### src/rtl/dtc_pkg.sv
// Package: register map, field layout and encodings of the dual timer control block
package dtc_pkg;
	// Register word indices (printed offsets 0x1A/0x1B are not word multiples: kept as index)
	localparam logic [7:0] IDX_T3_CTRL = 8'h1A;
	localparam logic [7:0] IDX_T4_CTRL = 8'h1B;
	localparam logic [7:0] IDX_T3_PERIOD = 8'h1C;
	localparam logic [7:0] IDX_T3_PULSE = 8'h1D;
	localparam logic [7:0] IDX_T4_PERIOD = 8'h1E;
	localparam logic [7:0] IDX_T4_PULSE = 8'h1F;
	localparam logic [7:0] IDX_MISC = 8'h20;
	localparam logic [7:0] IDX_STATUS = 8'h21;
	localparam logic [7:0] CTRL_RESET = 8'h00;
	localparam logic [7:0] TREG_RESET = 8'h00;
	// Control field positions
	localparam int FF_BIT = 7;
	localparam int CK_HI = 6;
	localparam int CK_LO = 4;
	localparam int START_BIT = 3;
	localparam int MODE_HI = 2;
	localparam int MODE_LO = 0;
	// Misc register bits
	localparam int MISC_PSRC_BIT = 0;
	localparam int MISC_SLOW_BIT = 1;
	typedef enum logic [2:0] {
		DTC_CK_DIV11 = 3'b000,
		DTC_CK_DIV7 = 3'b001,
		DTC_CK_DIV5 = 3'b010,
		DTC_CK_DIV3 = 3'b011,
		DTC_CK_FS = 3'b100,
		DTC_CK_DIV1 = 3'b101,
		DTC_CK_FC = 3'b110,
		DTC_CK_PIN = 3'b111
	} dtc_clk_t;
	typedef enum logic [2:0] {
		DTC_M_TIMER8 = 3'b000,
		DTC_M_PDO8 = 3'b001,
		DTC_M_PWM8 = 3'b010,
		DTC_M_CASCADE = 3'b011,
		DTC_M_TIMER16 = 3'b100,
		DTC_M_WARMUP = 3'b101,
		DTC_M_PWM16 = 3'b110,
		DTC_M_PPG16 = 3'b111
	} dtc_mode_t;
endpackage

### src/rtl/dtc_regs_if.sv
// Interface: one timer unit's decoded register settings, clock sources and count tick
`timescale 1ns/1ps
`default_nettype none
interface dtc_regs_if;
	logic [2:0] ck_sel;
	logic [2:0] mode;
	logic running;
	logic [7:0] prescale;
	logic fs_tick;
	logic pin_tick;
	logic psrc;
	logic slow;
	logic tick;
	modport sel (input ck_sel, input prescale, input fs_tick, input pin_tick, input psrc,
		input slow, output tick);
	modport top (output ck_sel, output prescale, output fs_tick, output pin_tick, output psrc,
		output slow, input tick, output mode, output running);
endinterface
`default_nettype wire

### src/rtl/dtc_clk_select.sv
// Source clock selector: turns the 3-bit select into a one-cycle count tick
`timescale 1ns/1ps
`default_nettype none
module dtc_clk_select (
	input wire logic pclk,
	input wire logic presetn,
	dtc_regs_if.sel s
);
	logic [7:0] pre_q;
	logic [2:0] fs_div;
	logic fs8_tick;
	wire [7:0] rise = s.prescale & ~pre_q;
	// Low-speed or prescaler-source bit swaps fc/2^11 for fs/2^3
	wire use_fs8 = s.psrc | s.slow;
	always_ff @(posedge pclk or negedge presetn) begin
		if (!presetn) begin
			pre_q <= 8'h00;
			fs_div <= 3'h0;
		end else begin
			pre_q <= s.prescale;
			if (s.fs_tick) begin
				fs_div <= fs_div + 3'h1;
			end
		end
	end
	assign fs8_tick = s.fs_tick && (fs_div == 3'h7);
	always_comb begin
		case (dtc_pkg::dtc_clk_t'(s.ck_sel))
			dtc_pkg::DTC_CK_DIV11: s.tick = use_fs8 ? fs8_tick : rise[7];
			dtc_pkg::DTC_CK_DIV7: s.tick = rise[6];
			dtc_pkg::DTC_CK_DIV5: s.tick = rise[4];
			dtc_pkg::DTC_CK_DIV3: s.tick = rise[2];
			dtc_pkg::DTC_CK_FS: s.tick = s.fs_tick;
			dtc_pkg::DTC_CK_DIV1: s.tick = rise[0];
			dtc_pkg::DTC_CK_FC: s.tick = 1'b1;
			dtc_pkg::DTC_CK_PIN: s.tick = s.pin_tick;
			default: s.tick = 1'b0;
		endcase
	end
endmodule
`default_nettype wire

### src/rtl/dtc_timer_ctrl.sv
// Top: dual 8-bit timer control, cascade steering and APB register file
`timescale 1ns/1ps
`default_nettype none
module dtc_timer_ctrl (
	input wire logic pclk,
	input wire logic presetn,
	input wire logic psel,
	input wire logic penable,
	input wire logic pwrite,
	input wire logic [31:0] paddr,
	input wire logic [31:0] pwdata,
	output logic [31:0] prdata,
	output logic pready,
	output logic pslverr,
	input wire logic [7:0] fc_prescale,
	input wire logic fs_clk,
	input wire logic t3_count_pin,
	input wire logic t4_count_pin,
	output logic [7:0] t3_count,
	output logic [7:0] t4_count,
	output logic t3_flipflop,
	output logic t4_flipflop,
	output logic [2:0] active_mode,
	output logic cascade
);
	logic [7:0] timer3_control;
	logic [7:0] timer4_control;
	logic [7:0] t3_period;
	logic [7:0] t3_pulse;
	logic [7:0] t4_period;
	logic [7:0] t4_pulse;
	// Misc: prescaler-source and low-speed bits
	logic [1:0] misc;
	logic [1:0] fs_sync;
	logic fs_q;
	logic [1:0] p3_sync;
	logic [1:0] p4_sync;
	logic p3_q;
	logic p4_q;
	// One bundle per unit feeds its clock selector
	dtc_regs_if u3 ();
	dtc_regs_if u4 ();

	function automatic logic hit(input logic [31:0] a, input logic [7:0] idx);
		return a == {22'h0, idx, 2'b00};
	endfunction

	wire wr = psel && penable && pwrite;
	wire sel_c3 = hit(paddr, dtc_pkg::IDX_T3_CTRL);
	wire sel_c4 = hit(paddr, dtc_pkg::IDX_T4_CTRL);
	wire sel_p3 = hit(paddr, dtc_pkg::IDX_T3_PERIOD);
	wire sel_w3 = hit(paddr, dtc_pkg::IDX_T3_PULSE);
	wire sel_p4 = hit(paddr, dtc_pkg::IDX_T4_PERIOD);
	wire sel_w4 = hit(paddr, dtc_pkg::IDX_T4_PULSE);
	wire sel_ms = hit(paddr, dtc_pkg::IDX_MISC);
	wire sel_st = hit(paddr, dtc_pkg::IDX_STATUS);
	wire mapped = sel_c3 | sel_c4 | sel_p3 | sel_w3 | sel_p4 | sel_w4 | sel_ms | sel_st;

	wire [2:0] t3_mode = timer3_control[dtc_pkg::MODE_HI:dtc_pkg::MODE_LO];
	wire [2:0] t4_mode = timer4_control[dtc_pkg::MODE_HI:dtc_pkg::MODE_LO];
	wire t3_start = timer3_control[dtc_pkg::START_BIT];
	wire t4_start = timer4_control[dtc_pkg::START_BIT];
	wire t3_flipflop_ctl = timer3_control[dtc_pkg::FF_BIT];
	wire t4_flipflop_ctl = timer4_control[dtc_pkg::FF_BIT];
	// Cascade only when unit 3 holds 011 and unit 4 picks a 1xx mode
	assign cascade = (t3_mode == dtc_pkg::DTC_M_CASCADE) && t4_mode[2];
	assign active_mode = cascade ? t4_mode : t3_mode;
	wire run3 = cascade ? t4_start : t3_start;
	wire run4 = t4_start;
	wire pwm3 = (active_mode == dtc_pkg::DTC_M_PWM8) || (active_mode == dtc_pkg::DTC_M_PWM16);
	wire pwm4 = (t4_mode == dtc_pkg::DTC_M_PWM8) || (t4_mode == dtc_pkg::DTC_M_PWM16);
	// Period writes ignored while running; pulse writes while running allowed in PWM only
	wire ok_p3 = !run3;
	wire ok_w3 = !run3 || pwm3;
	// In cascade unit 3 runs off unit 4's start, so one run flag covers both bytes
	wire ok_p4 = !run4;
	// Unit 4 mode decides PWM for both single and cascaded use
	wire ok_w4 = !run4 || pwm4;

	// Both units share the prescaler and fs; the cascade takes unit 3's select
	assign u3.ck_sel = timer3_control[dtc_pkg::CK_HI:dtc_pkg::CK_LO];
	assign u4.ck_sel = timer4_control[dtc_pkg::CK_HI:dtc_pkg::CK_LO];
	assign u3.prescale = fc_prescale;
	assign u4.prescale = fc_prescale;
	assign u3.fs_tick = fs_sync[1] & ~fs_q;
	assign u4.fs_tick = fs_sync[1] & ~fs_q;
	assign u3.pin_tick = p3_sync[1] & ~p3_q;
	assign u4.pin_tick = p4_sync[1] & ~p4_q;
	assign u3.psrc = misc[dtc_pkg::MISC_PSRC_BIT];
	assign u4.psrc = misc[dtc_pkg::MISC_PSRC_BIT];
	assign u3.slow = misc[dtc_pkg::MISC_SLOW_BIT];
	assign u4.slow = misc[dtc_pkg::MISC_SLOW_BIT];
	assign u3.mode = t3_mode;
	assign u4.mode = t4_mode;
	assign u3.running = run3;
	assign u4.running = run4;

	dtc_clk_select sel3 (
		.pclk(pclk),
		.presetn(presetn),
		.s(u3.sel)
	);
	dtc_clk_select sel4 (
		.pclk(pclk),
		.presetn(presetn),
		.s(u4.sel)
	);

	// Counter compares against period; ends of period give overflow
	wire t3_ovf = u3.tick && (t3_count == t3_period);
	wire t4_step = cascade ? t3_ovf : u4.tick;
	wire t4_ovf = t4_step && (t4_count == t4_period);

	// Two flops before any edge detect: fs and the pins are asynchronous
	always_ff @(posedge pclk or negedge presetn) begin
		if (!presetn) begin
			fs_sync <= 2'h0;
			fs_q <= 1'b0;
			p3_sync <= 2'h0;
			p4_sync <= 2'h0;
			p3_q <= 1'b0;
			p4_q <= 1'b0;
		end else begin
			fs_sync <= {fs_sync[0], fs_clk};
			fs_q <= fs_sync[1];
			p3_sync <= {p3_sync[0], t3_count_pin};
			p4_sync <= {p4_sync[0], t4_count_pin};
			p3_q <= p3_sync[1];
			p4_q <= p4_sync[1];
		end
	end

	// Register file: control registers always writable
	always_ff @(posedge pclk or negedge presetn) begin
		if (!presetn) begin
			timer3_control <= dtc_pkg::CTRL_RESET;
			timer4_control <= dtc_pkg::CTRL_RESET;
			t3_period <= dtc_pkg::TREG_RESET;
			t3_pulse <= dtc_pkg::TREG_RESET;
			t4_period <= dtc_pkg::TREG_RESET;
			t4_pulse <= dtc_pkg::TREG_RESET;
			misc <= 2'h0;
		end else if (wr) begin
			if (sel_c3) timer3_control <= pwdata[7:0];
			if (sel_c4) timer4_control <= pwdata[7:0];
			if (sel_p3 && ok_p3) t3_period <= pwdata[7:0];
			if (sel_w3 && ok_w3) t3_pulse <= pwdata[7:0];
			if (sel_p4 && ok_p4) t4_period <= pwdata[7:0];
			if (sel_w4 && ok_w4) t4_pulse <= pwdata[7:0];
			if (sel_ms) misc <= pwdata[1:0];
		end
	end

	// Counters: stopped units sit at zero
	always_ff @(posedge pclk or negedge presetn) begin
		if (!presetn) begin
			t3_count <= 8'h00;
			t4_count <= 8'h00;
		end else begin
			if (!run3) t3_count <= 8'h00;
			else if (t3_ovf) t3_count <= 8'h00;
			else if (u3.tick) t3_count <= t3_count + 8'h01;
			if (!run4) t4_count <= 8'h00;
			else if (t4_ovf) t4_count <= 8'h00;
			else if (t4_step) t4_count <= t4_count + 8'h01;
		end
	end

	// Output flip-flops preset from control bit while stopped, toggle on overflow except unit 3 in cascade
	always_ff @(posedge pclk or negedge presetn) begin
		if (!presetn) begin
			t3_flipflop <= 1'b0;
			t4_flipflop <= 1'b0;
		end else begin
			if (!run3) t3_flipflop <= cascade ? t4_flipflop_ctl : t3_flipflop_ctl;
			else if (t3_ovf && !cascade) t3_flipflop <= ~t3_flipflop;
			if (!run4) t4_flipflop <= t4_flipflop_ctl;
			else if (t4_ovf) t4_flipflop <= ~t4_flipflop;
		end
	end

	// Status is read-only; writes to it are dropped
	wire [7:0] status = {3'h0, cascade, t4_flipflop, t3_flipflop, run4, run3};
	wire [7:0] rsel = sel_c3 ? timer3_control : sel_c4 ? timer4_control :
		sel_p3 ? t3_period : sel_w3 ? t3_pulse : sel_p4 ? t4_period :
		sel_w4 ? t4_pulse : sel_ms ? {6'h00, misc} : sel_st ? status : 8'h00;

	always_ff @(posedge pclk or negedge presetn) begin
		// Latched in setup so the access phase sees a settled word
		if (!presetn) prdata <= 32'h0000_0000;
		else if (psel && !penable && !pwrite) prdata <= {24'h00_0000, rsel};
	end
	// Zero wait states: every access ends in its first access cycle
	assign pready = 1'b1;
	assign pslverr = psel && penable && !mapped;
endmodule
`default_nettype wire

### config.mk
export PLATFORM = sky130hd
export DESIGN_NAME = dtc_timer_ctrl
export DESIGN_NICKNAME = d
export VERILOG_FILES = /design/src/rtl/dtc_pkg.sv /design/src/rtl/dtc_regs_if.sv /design/src/rtl/dtc_clk_select.sv /design/src/rtl/dtc_timer_ctrl.sv
export SDC_FILE = /design/constraint.sdc
export NUM_CORES = 1
export LEC_CHECK = 0
export BUFFER_PORTS_ARGS = -buffer_cell sky130_fd_sc_hd__clkbuf_2
export CAP_MARGIN = 20
export CORE_MARGIN = 4
export CORE_UTILIZATION = 48
export DETAILED_ROUTE_END_ITERATION = 8
export PLACE_DENSITY_LB_ADDON = 0.05
export RECOVER_POWER = 50
export SYNTH_ARGS = -nofsm -noshare
export SYNTH_HDL_FRONTEND = slang
export SYNTH_SLANG_ARGS = --single-unit
### constraint.sdc
create_clock -name pclk -period 2.2 [get_ports pclk]
set_input_delay 0.11 -clock pclk [delete_from_list [all_inputs] [get_ports pclk]]
set_output_delay 0.11 -clock pclk [all_outputs]
set_load 0.005 [all_outputs]
==> flow_summary.json, run 1 <==
{
  "status": "finished, final reports clean",
  "nNetsFinal": 697,
  "power_density_nw_per_um2": 571,
  "dieHeight_um": 112,
  "critical_path_class": "reg2reg",
  "io_pins": 136,
  "drt_pass1_iterations": 4,
  "vias_per_cell": 5.66,
  "drtAntennaViolNets": 0,
  "start_util_pct": 50.1,
  "fin_crit_ns": 2.13,
  "clock-sinks": 96,
  "critical_path.max_fanout": 5,
  "grt_pass1_vias": 4186,
  "dpl.cell_count": 726,
  "place_ws_ns": -0.0655,
  "tritoncts": "yes",
  "final_cells": 752,
  "wl_um": 14000,
  "cts_root_buffer": "clkbuf_8",
  "portBuffers": 83,
  "die_x_um": 112,
  "netlist_area_um2": 5240,
  "synth_compound_area_share_pct": 11.1,
  "gr-total-overflow": 0,
  "r2r_cells": 10,
  "synthAdderAreaFrac_pct": 1.43,
  "synth.area.mux_share_pct": 16.0,
  "coreArea_um2": 10500,
  "ys_seq_elements": 96,
  "htreeDepth": 3,
  "grt_max_degree": 43,
  "final_common_cell": "dfrtp_1",
  "fmax_mhz": 469,
  "start_kind": "flip-flop",
  "slew_violations": 0,
  "vias": 4254,
  "fin_hold_ws_ns": 0.0783,
  "antenna_found_initial": 0,
  "cap_violations": 0,
  "hp-class": "in2reg",
  "syn2layout_area_growth_pct": 21.4,
  "finalWorstSetupSlack_ns": 0.0700,
  "grtUsageTotal_pct": 22.1,
  "setup_violations": 0,
  "layout_common_cells": "dfrtp_1, clkbuf_2, mux2_2, buf_4, nand2_1",
  "synth_xor_area_share_pct": 3.18,
  "min_period_over_period_pct": 96.8,
  "synthArstFlopShare_pct": 100,
  "ir_drop_mv": 0.495,
  "yosys.area_share.simple_pct": 16.1,
  "hold_depth": 2,
  "die-area_um2": 12600,
  "hold_viol_final": 0,
  "total_power_mw": 3.63,
  "leakagePower_nw": 3.05,
  "worstMarginPinSlew_ns": 0.998,
  "n_antenna_cell": 0,
  "rsz0062_at_grt": "yes",
  "crit_required_ns": 2.46,
  "drt-initial-drc-count": 289,
  "drive_gt1_share_pct": 36.5,
  "synth_cells": 485,
  "synth_cell_types": 63,
  "synth_area_per_cell_um2": 10.8,
  "remaining_drc_errors": 0,
  "cts-buffers-inserted": 9,
  "wl_per_cell_um": 18.6,
  "synth_top_family_by_area": "simple AND/OR/NAND/NOR gates",
  "finClkSkew_ns": 0.0134,
  "ys.flop_type": "dfrtp_1",
  "nFillCells": 911,
  "crit_arrival_ns": 2.39,
  "ys_warn_count": 0,
  "timing.rr.start": "sel3.fs_div[1]",
  "grt_pass1_wl_um": 22400,
  "worstHoldEndpoint": "t4_period[6]",
  "hp-start": "pwdata[6]",
  "fp-row-count": 37,
  "dpl.hpwl_um": 10400,
  "clockBufferDepth": 2,
  "synth_edf_count": 0,
  "clk_latency_ns": 0.37,
  "path_clk_slew_ns": 0.10,
  "worstReg2RegEnd": "t4_count[1]",
  "seq_area_frac_synth_pct": 45.9,
  "tns_ns": 0,
  "r2r_slack_ns": 0.07,
  "max_slew_margin_pct": 33.5,
  "place.gp.congestion": 0.865,
  "critPathCaptureType": "flip-flop"
}
cells by family after synthesis:
family | Yosys count
muxes | 71
other | 2
AOI/OAI and AO/OA | 88
and+or+nand+nor | 145
xor gates and xnor gates | 19
DFF | 96
buffers and inverters | 58
adders and majority gates | 6
synth_stat cells (4+ instances only):
master / count / area (µm²)
dfrtp_1: 96 / 2400
mux2_2: 49 / 552
nand2_1: 28 / 105
a21oi_1: 27 / 135
buf_4: 25 / 188
nor2_1: 25 / 93.8
xnor2_1: 16 / 140
inv_1: 14 / 52.6
o21ai_0: 14 / 70.1
mux2i_1: 12 / 120
clkbuf_1: 11 / 41.3
and3_1: 10 / 62.6
mux2_4: 8 / 120
nand3_1: 8 / 40.0
nand3b_1: 8 / 60.1
nand4_1: 8 / 50.1
nor4_1: 8 / 50.1
nor2b_1: 7 / 43.8
ha_1: 6 / 75.1
nor3_1: 6 / 30.0
o22ai_1: 6 / 37.5
buf_2: 5 / 25.0
or3b_2: 5 / 43.8
or4_1: 5 / 37.5
a31oi_1: 4 / 25.0
nor3b_1: 4 / 30.0
o211ai_1: 4 / 30.0
o21a_1: 4 / 30.0
o31ai_1: 4 / 30.0
through the flow:
stage	utilization (%)	instance area, µm²
after floorplan	-	5330
after global placement	57.2	5990
after detailed placement	57.2	5990
after CTS	60.3	6310
after global routing	60.8	6360
final	60.8	6360
worst max-delay path by stage:
stage | end | from | cells after the start
final | t4_count[1] | sel3.fs_div[1] | 10
after global routing | t4_count[0] | sel3.fs_div[1] | 10
after CTS | t4_count[7] | sel3.fs_div[0] | 9
after detailed placement | t4_period[6] | paddr[18] | 7
after global placement | timer4_control[5] | paddr[17] | 7
after floorplan | t4_count[2] | sel3.fs_div[0] | 9
worst max-delay path, stage by stage (launching register included):
cell      delay [ns]
dfrtp_1         0.39
ha_2            0.18
ha_2            0.17
o21a_1          0.10
o211ai_1        0.20
o311ai_2        0.17
o211ai_1        0.32
buf_4           0.20
buf_6           0.12
a211o_1         0.14
a21oi_2         0.05
what timing repair did:
action / in CTS / in global routing
pin swaps: 0 / 17
endpoints found under the setup margin: 3 / 17
resized for setup: 1 / 19
buffers inserted: 0 / 1
endpoints found under the hold margin: 48 / 0
cloned: 0 / 0
hold buffers: 9 / 0
cell type report:
class                           instances  area [µm²]  area share, %
Clock inverter                          7         100           1.57
Inverter                               14        52.6          0.826
Tap cell                              136         170           2.67
Sequential cell                        96        2400           37.8
Clock buffer                            9         124           1.95
Multi-Input combinational cell        354        2670           42.0
Timing Repair Buffer                  136         843           13.3
registers in the layout, indices dropped and copies added (netlist names), 5 cells and up:
signal          flops
prdata              8
t3_count            8
t3_period           8
t3_pulse            8
t4_count            8
t4_period           8
t4_pulse            8
timer3_control      8
timer4_control      8
sel4.pre_q          5
per-layer routing:
metal	GRT usage (%)	up-vias	wire [µm]
met4	4.65	0	64
met5	0	-	0
li1	-	1980	-
met3	3.56	6	969
met2	37.5	148	7050
met1	30.2	2120	5900
where the power goes:
part,internal [mW],switching (mW)
clock,0.656,0.672
sequential,1.84,0.0440
combinational,0.202,0.214
total,2.70,0.931
Note: power is estimated with default switching activity, not from simulation.
==> run 2, diff against run 1 <==
BUFFER_PORTS_ARGS = -buffer_cell sky130_fd_sc_hd__buf_2   (was -buffer_cell sky130_fd_sc_hd__clkbuf_2)
==> flow_summary.json, run 2 (synthesized netlist as in run 1, its figures left out) <==
{
  "wl_per_cell_um": 18.3,
  "htreeDepth": 3,
  "fin_crit_ns": 2.16,
  "nFillCells": 927,
  "hp-class": "in2reg",
  "dpl.hpwl_um": 10400,
  "die-area_um2": 12600,
  "cts-buffers-inserted": 9,
  "clk_latency_ns": 0.36,
  "start_util_pct": 50.1,
  "grt_pass1_wl_um": 21900,
  "worstMarginPinSlew_ns": 1.20,
  "status": "finished, final reports clean",
  "ir_drop_mv": 0.405,
  "critical_path.max_fanout": 5,
  "final_common_cell": "dfrtp_1",
  "hold_viol_final": 0,
  "met2_usage_pct": 36.4,
  "grt_max_degree": 52,
  "place.gp.congestion": 0.881,
  "critical_path_class": "reg2reg",
  "die_x_um": 112,
  "critPathCaptureType": "flip-flop",
  "clock-sinks": 96,
  "nNetsFinal": 701,
  "vias_per_cell": 5.54,
  "portBuffers": 83,
  "antenna_found_initial": 0,
  "wl_um": 13800,
  "finClkSkew_ns": 0.00749,
  "min_period_over_period_pct": 98.1,
  "crit_required_ns": 2.48,
  "cts_root_buffer": "clkbuf_8",
  "drt_pass1_iterations": 4,
  "grt_pass1_vias": 4198,
  "dpl.cell_count": 728,
  "slew_violations": 0,
  "max_slew_margin_pct": 20.3,
  "clockBufferDepth": 2,
  "fp-row-count": 37,
  "gr-total-overflow": 0,
  "drtAntennaViolNets": 0,
  "place_ws_ns": -0.154,
  "gr-usage-met3_pct": 4.26,
  "gr-usage-met1_pct": 29.1,
  "cap_violations": 0,
  "drive_gt1_share_pct": 35.2,
  "final_util_pct": 61.0,
  "power_density_nw_per_um2": 551,
  "layout_common_cells": "dfrtp_1, buf_2, mux2_2, buf_4, nand2_1",
  "busiest_layer": "met2",
  "fmax_mhz": 463,
  "io_pins": 136,
  "n_antenna_cell": 0,
  "remaining_drc_errors": 0,
  "crit_arrival_ns": 2.44,
  "vias": 4190,
  "coreArea_um2": 10500,
  "grtUsageTotal_pct": 22.1,
  "finalWorstSetupSlack_ns": 0.0419,
  "tritoncts": "yes",
  "syn2layout_area_growth_pct": 21.8,
  "rsz0062_at_grt": "yes",
  "start_kind": "flip-flop",
  "tns_ns": 0,
  "setup_violations": 0,
  "drt-initial-drc-count": 163,
  "path_clk_slew_ns": 0.09,
  "dieHeight_um": 112,
  "leakagePower_nw": 3.05,
  "final_cells": 756
}
-- run 2: metal layers --
metal  wire length, µm  up-vias
li1                  -     1983
met2              6560      142
met4               315        0
met3               792       23
met1              6140     2042
met5                 0        -
-- run 2: final cells by class --
class / count / area, µm² / share of cell area [%]
well taps: 136 / 170 / 2.67
multi-input cells: 354 / 2680 / 42.1
clock inverters: 2 / 37.5 / 0.588
inverters: 14 / 52.6 / 0.824
flip-flops and latches: 96 / 2400 / 37.7
clock buffers: 14 / 163 / 2.55
repair buffers: 140 / 870 / 13.6
-- run 2: final timing paths --
check	start	endpoint	slack [ns]	depth (start not counted)
worst min register to register	p4_sync[0]	p4_sync[1]	0.36	0
min in group asynchronous	presetn	t3_count[5]	0.52	2
worst min-delay path	pwdata[7]	t3_period[7]	0.07	2
max in group asynchronous	presetn	t4_pulse[4]	0.81	3
worst max-delay path	sel3.fs_div[1]	t4_count[5]	0.04	11
worst max register to register	sel3.fs_div[1]	t4_count[5]	0.04	11
-- run 2: through the flow --
stage	hold WS (ns)	instance area, µm²	total power, mW
after floorplan	-0.186	5330	2.14
after global placement	0.160	5990	2.28
after detailed placement	0.165	5990	2.31
after CTS	0.0442	6320	3.53
after global routing	0.0430	6380	3.69
final	0.0655	6380	3.51
-- run 2: critical path, cell delays in order, from the launching register on --
cell	delay, ns
dfrtp_1	0.39
ha_2	0.19
ha_2	0.17
o21a_1	0.10
o211ai_1	0.21
o311ai_2	0.18
o211ai_1	0.23
buf_4	0.17
buf_6	0.11
buf_6	0.10
a21oi_1	0.06
o22ai_1	0.17
-- run 2: power by group --
group / internal (mW) / switching (mW)
sequential: 1.84 / 0.0437
combinational: 0.223 / 0.223
clock: 0.590 / 0.593
-- run 2: what timing repair did --
item | CTS | global route
hold endpoints to repair | 53 | 0
buffers inserted | 2 | 1
gates resized for setup | 7 | 17
pin swaps | 9 | 8
hold buffers | 9 | 0
endpoints found under the setup margin | 10 | 17
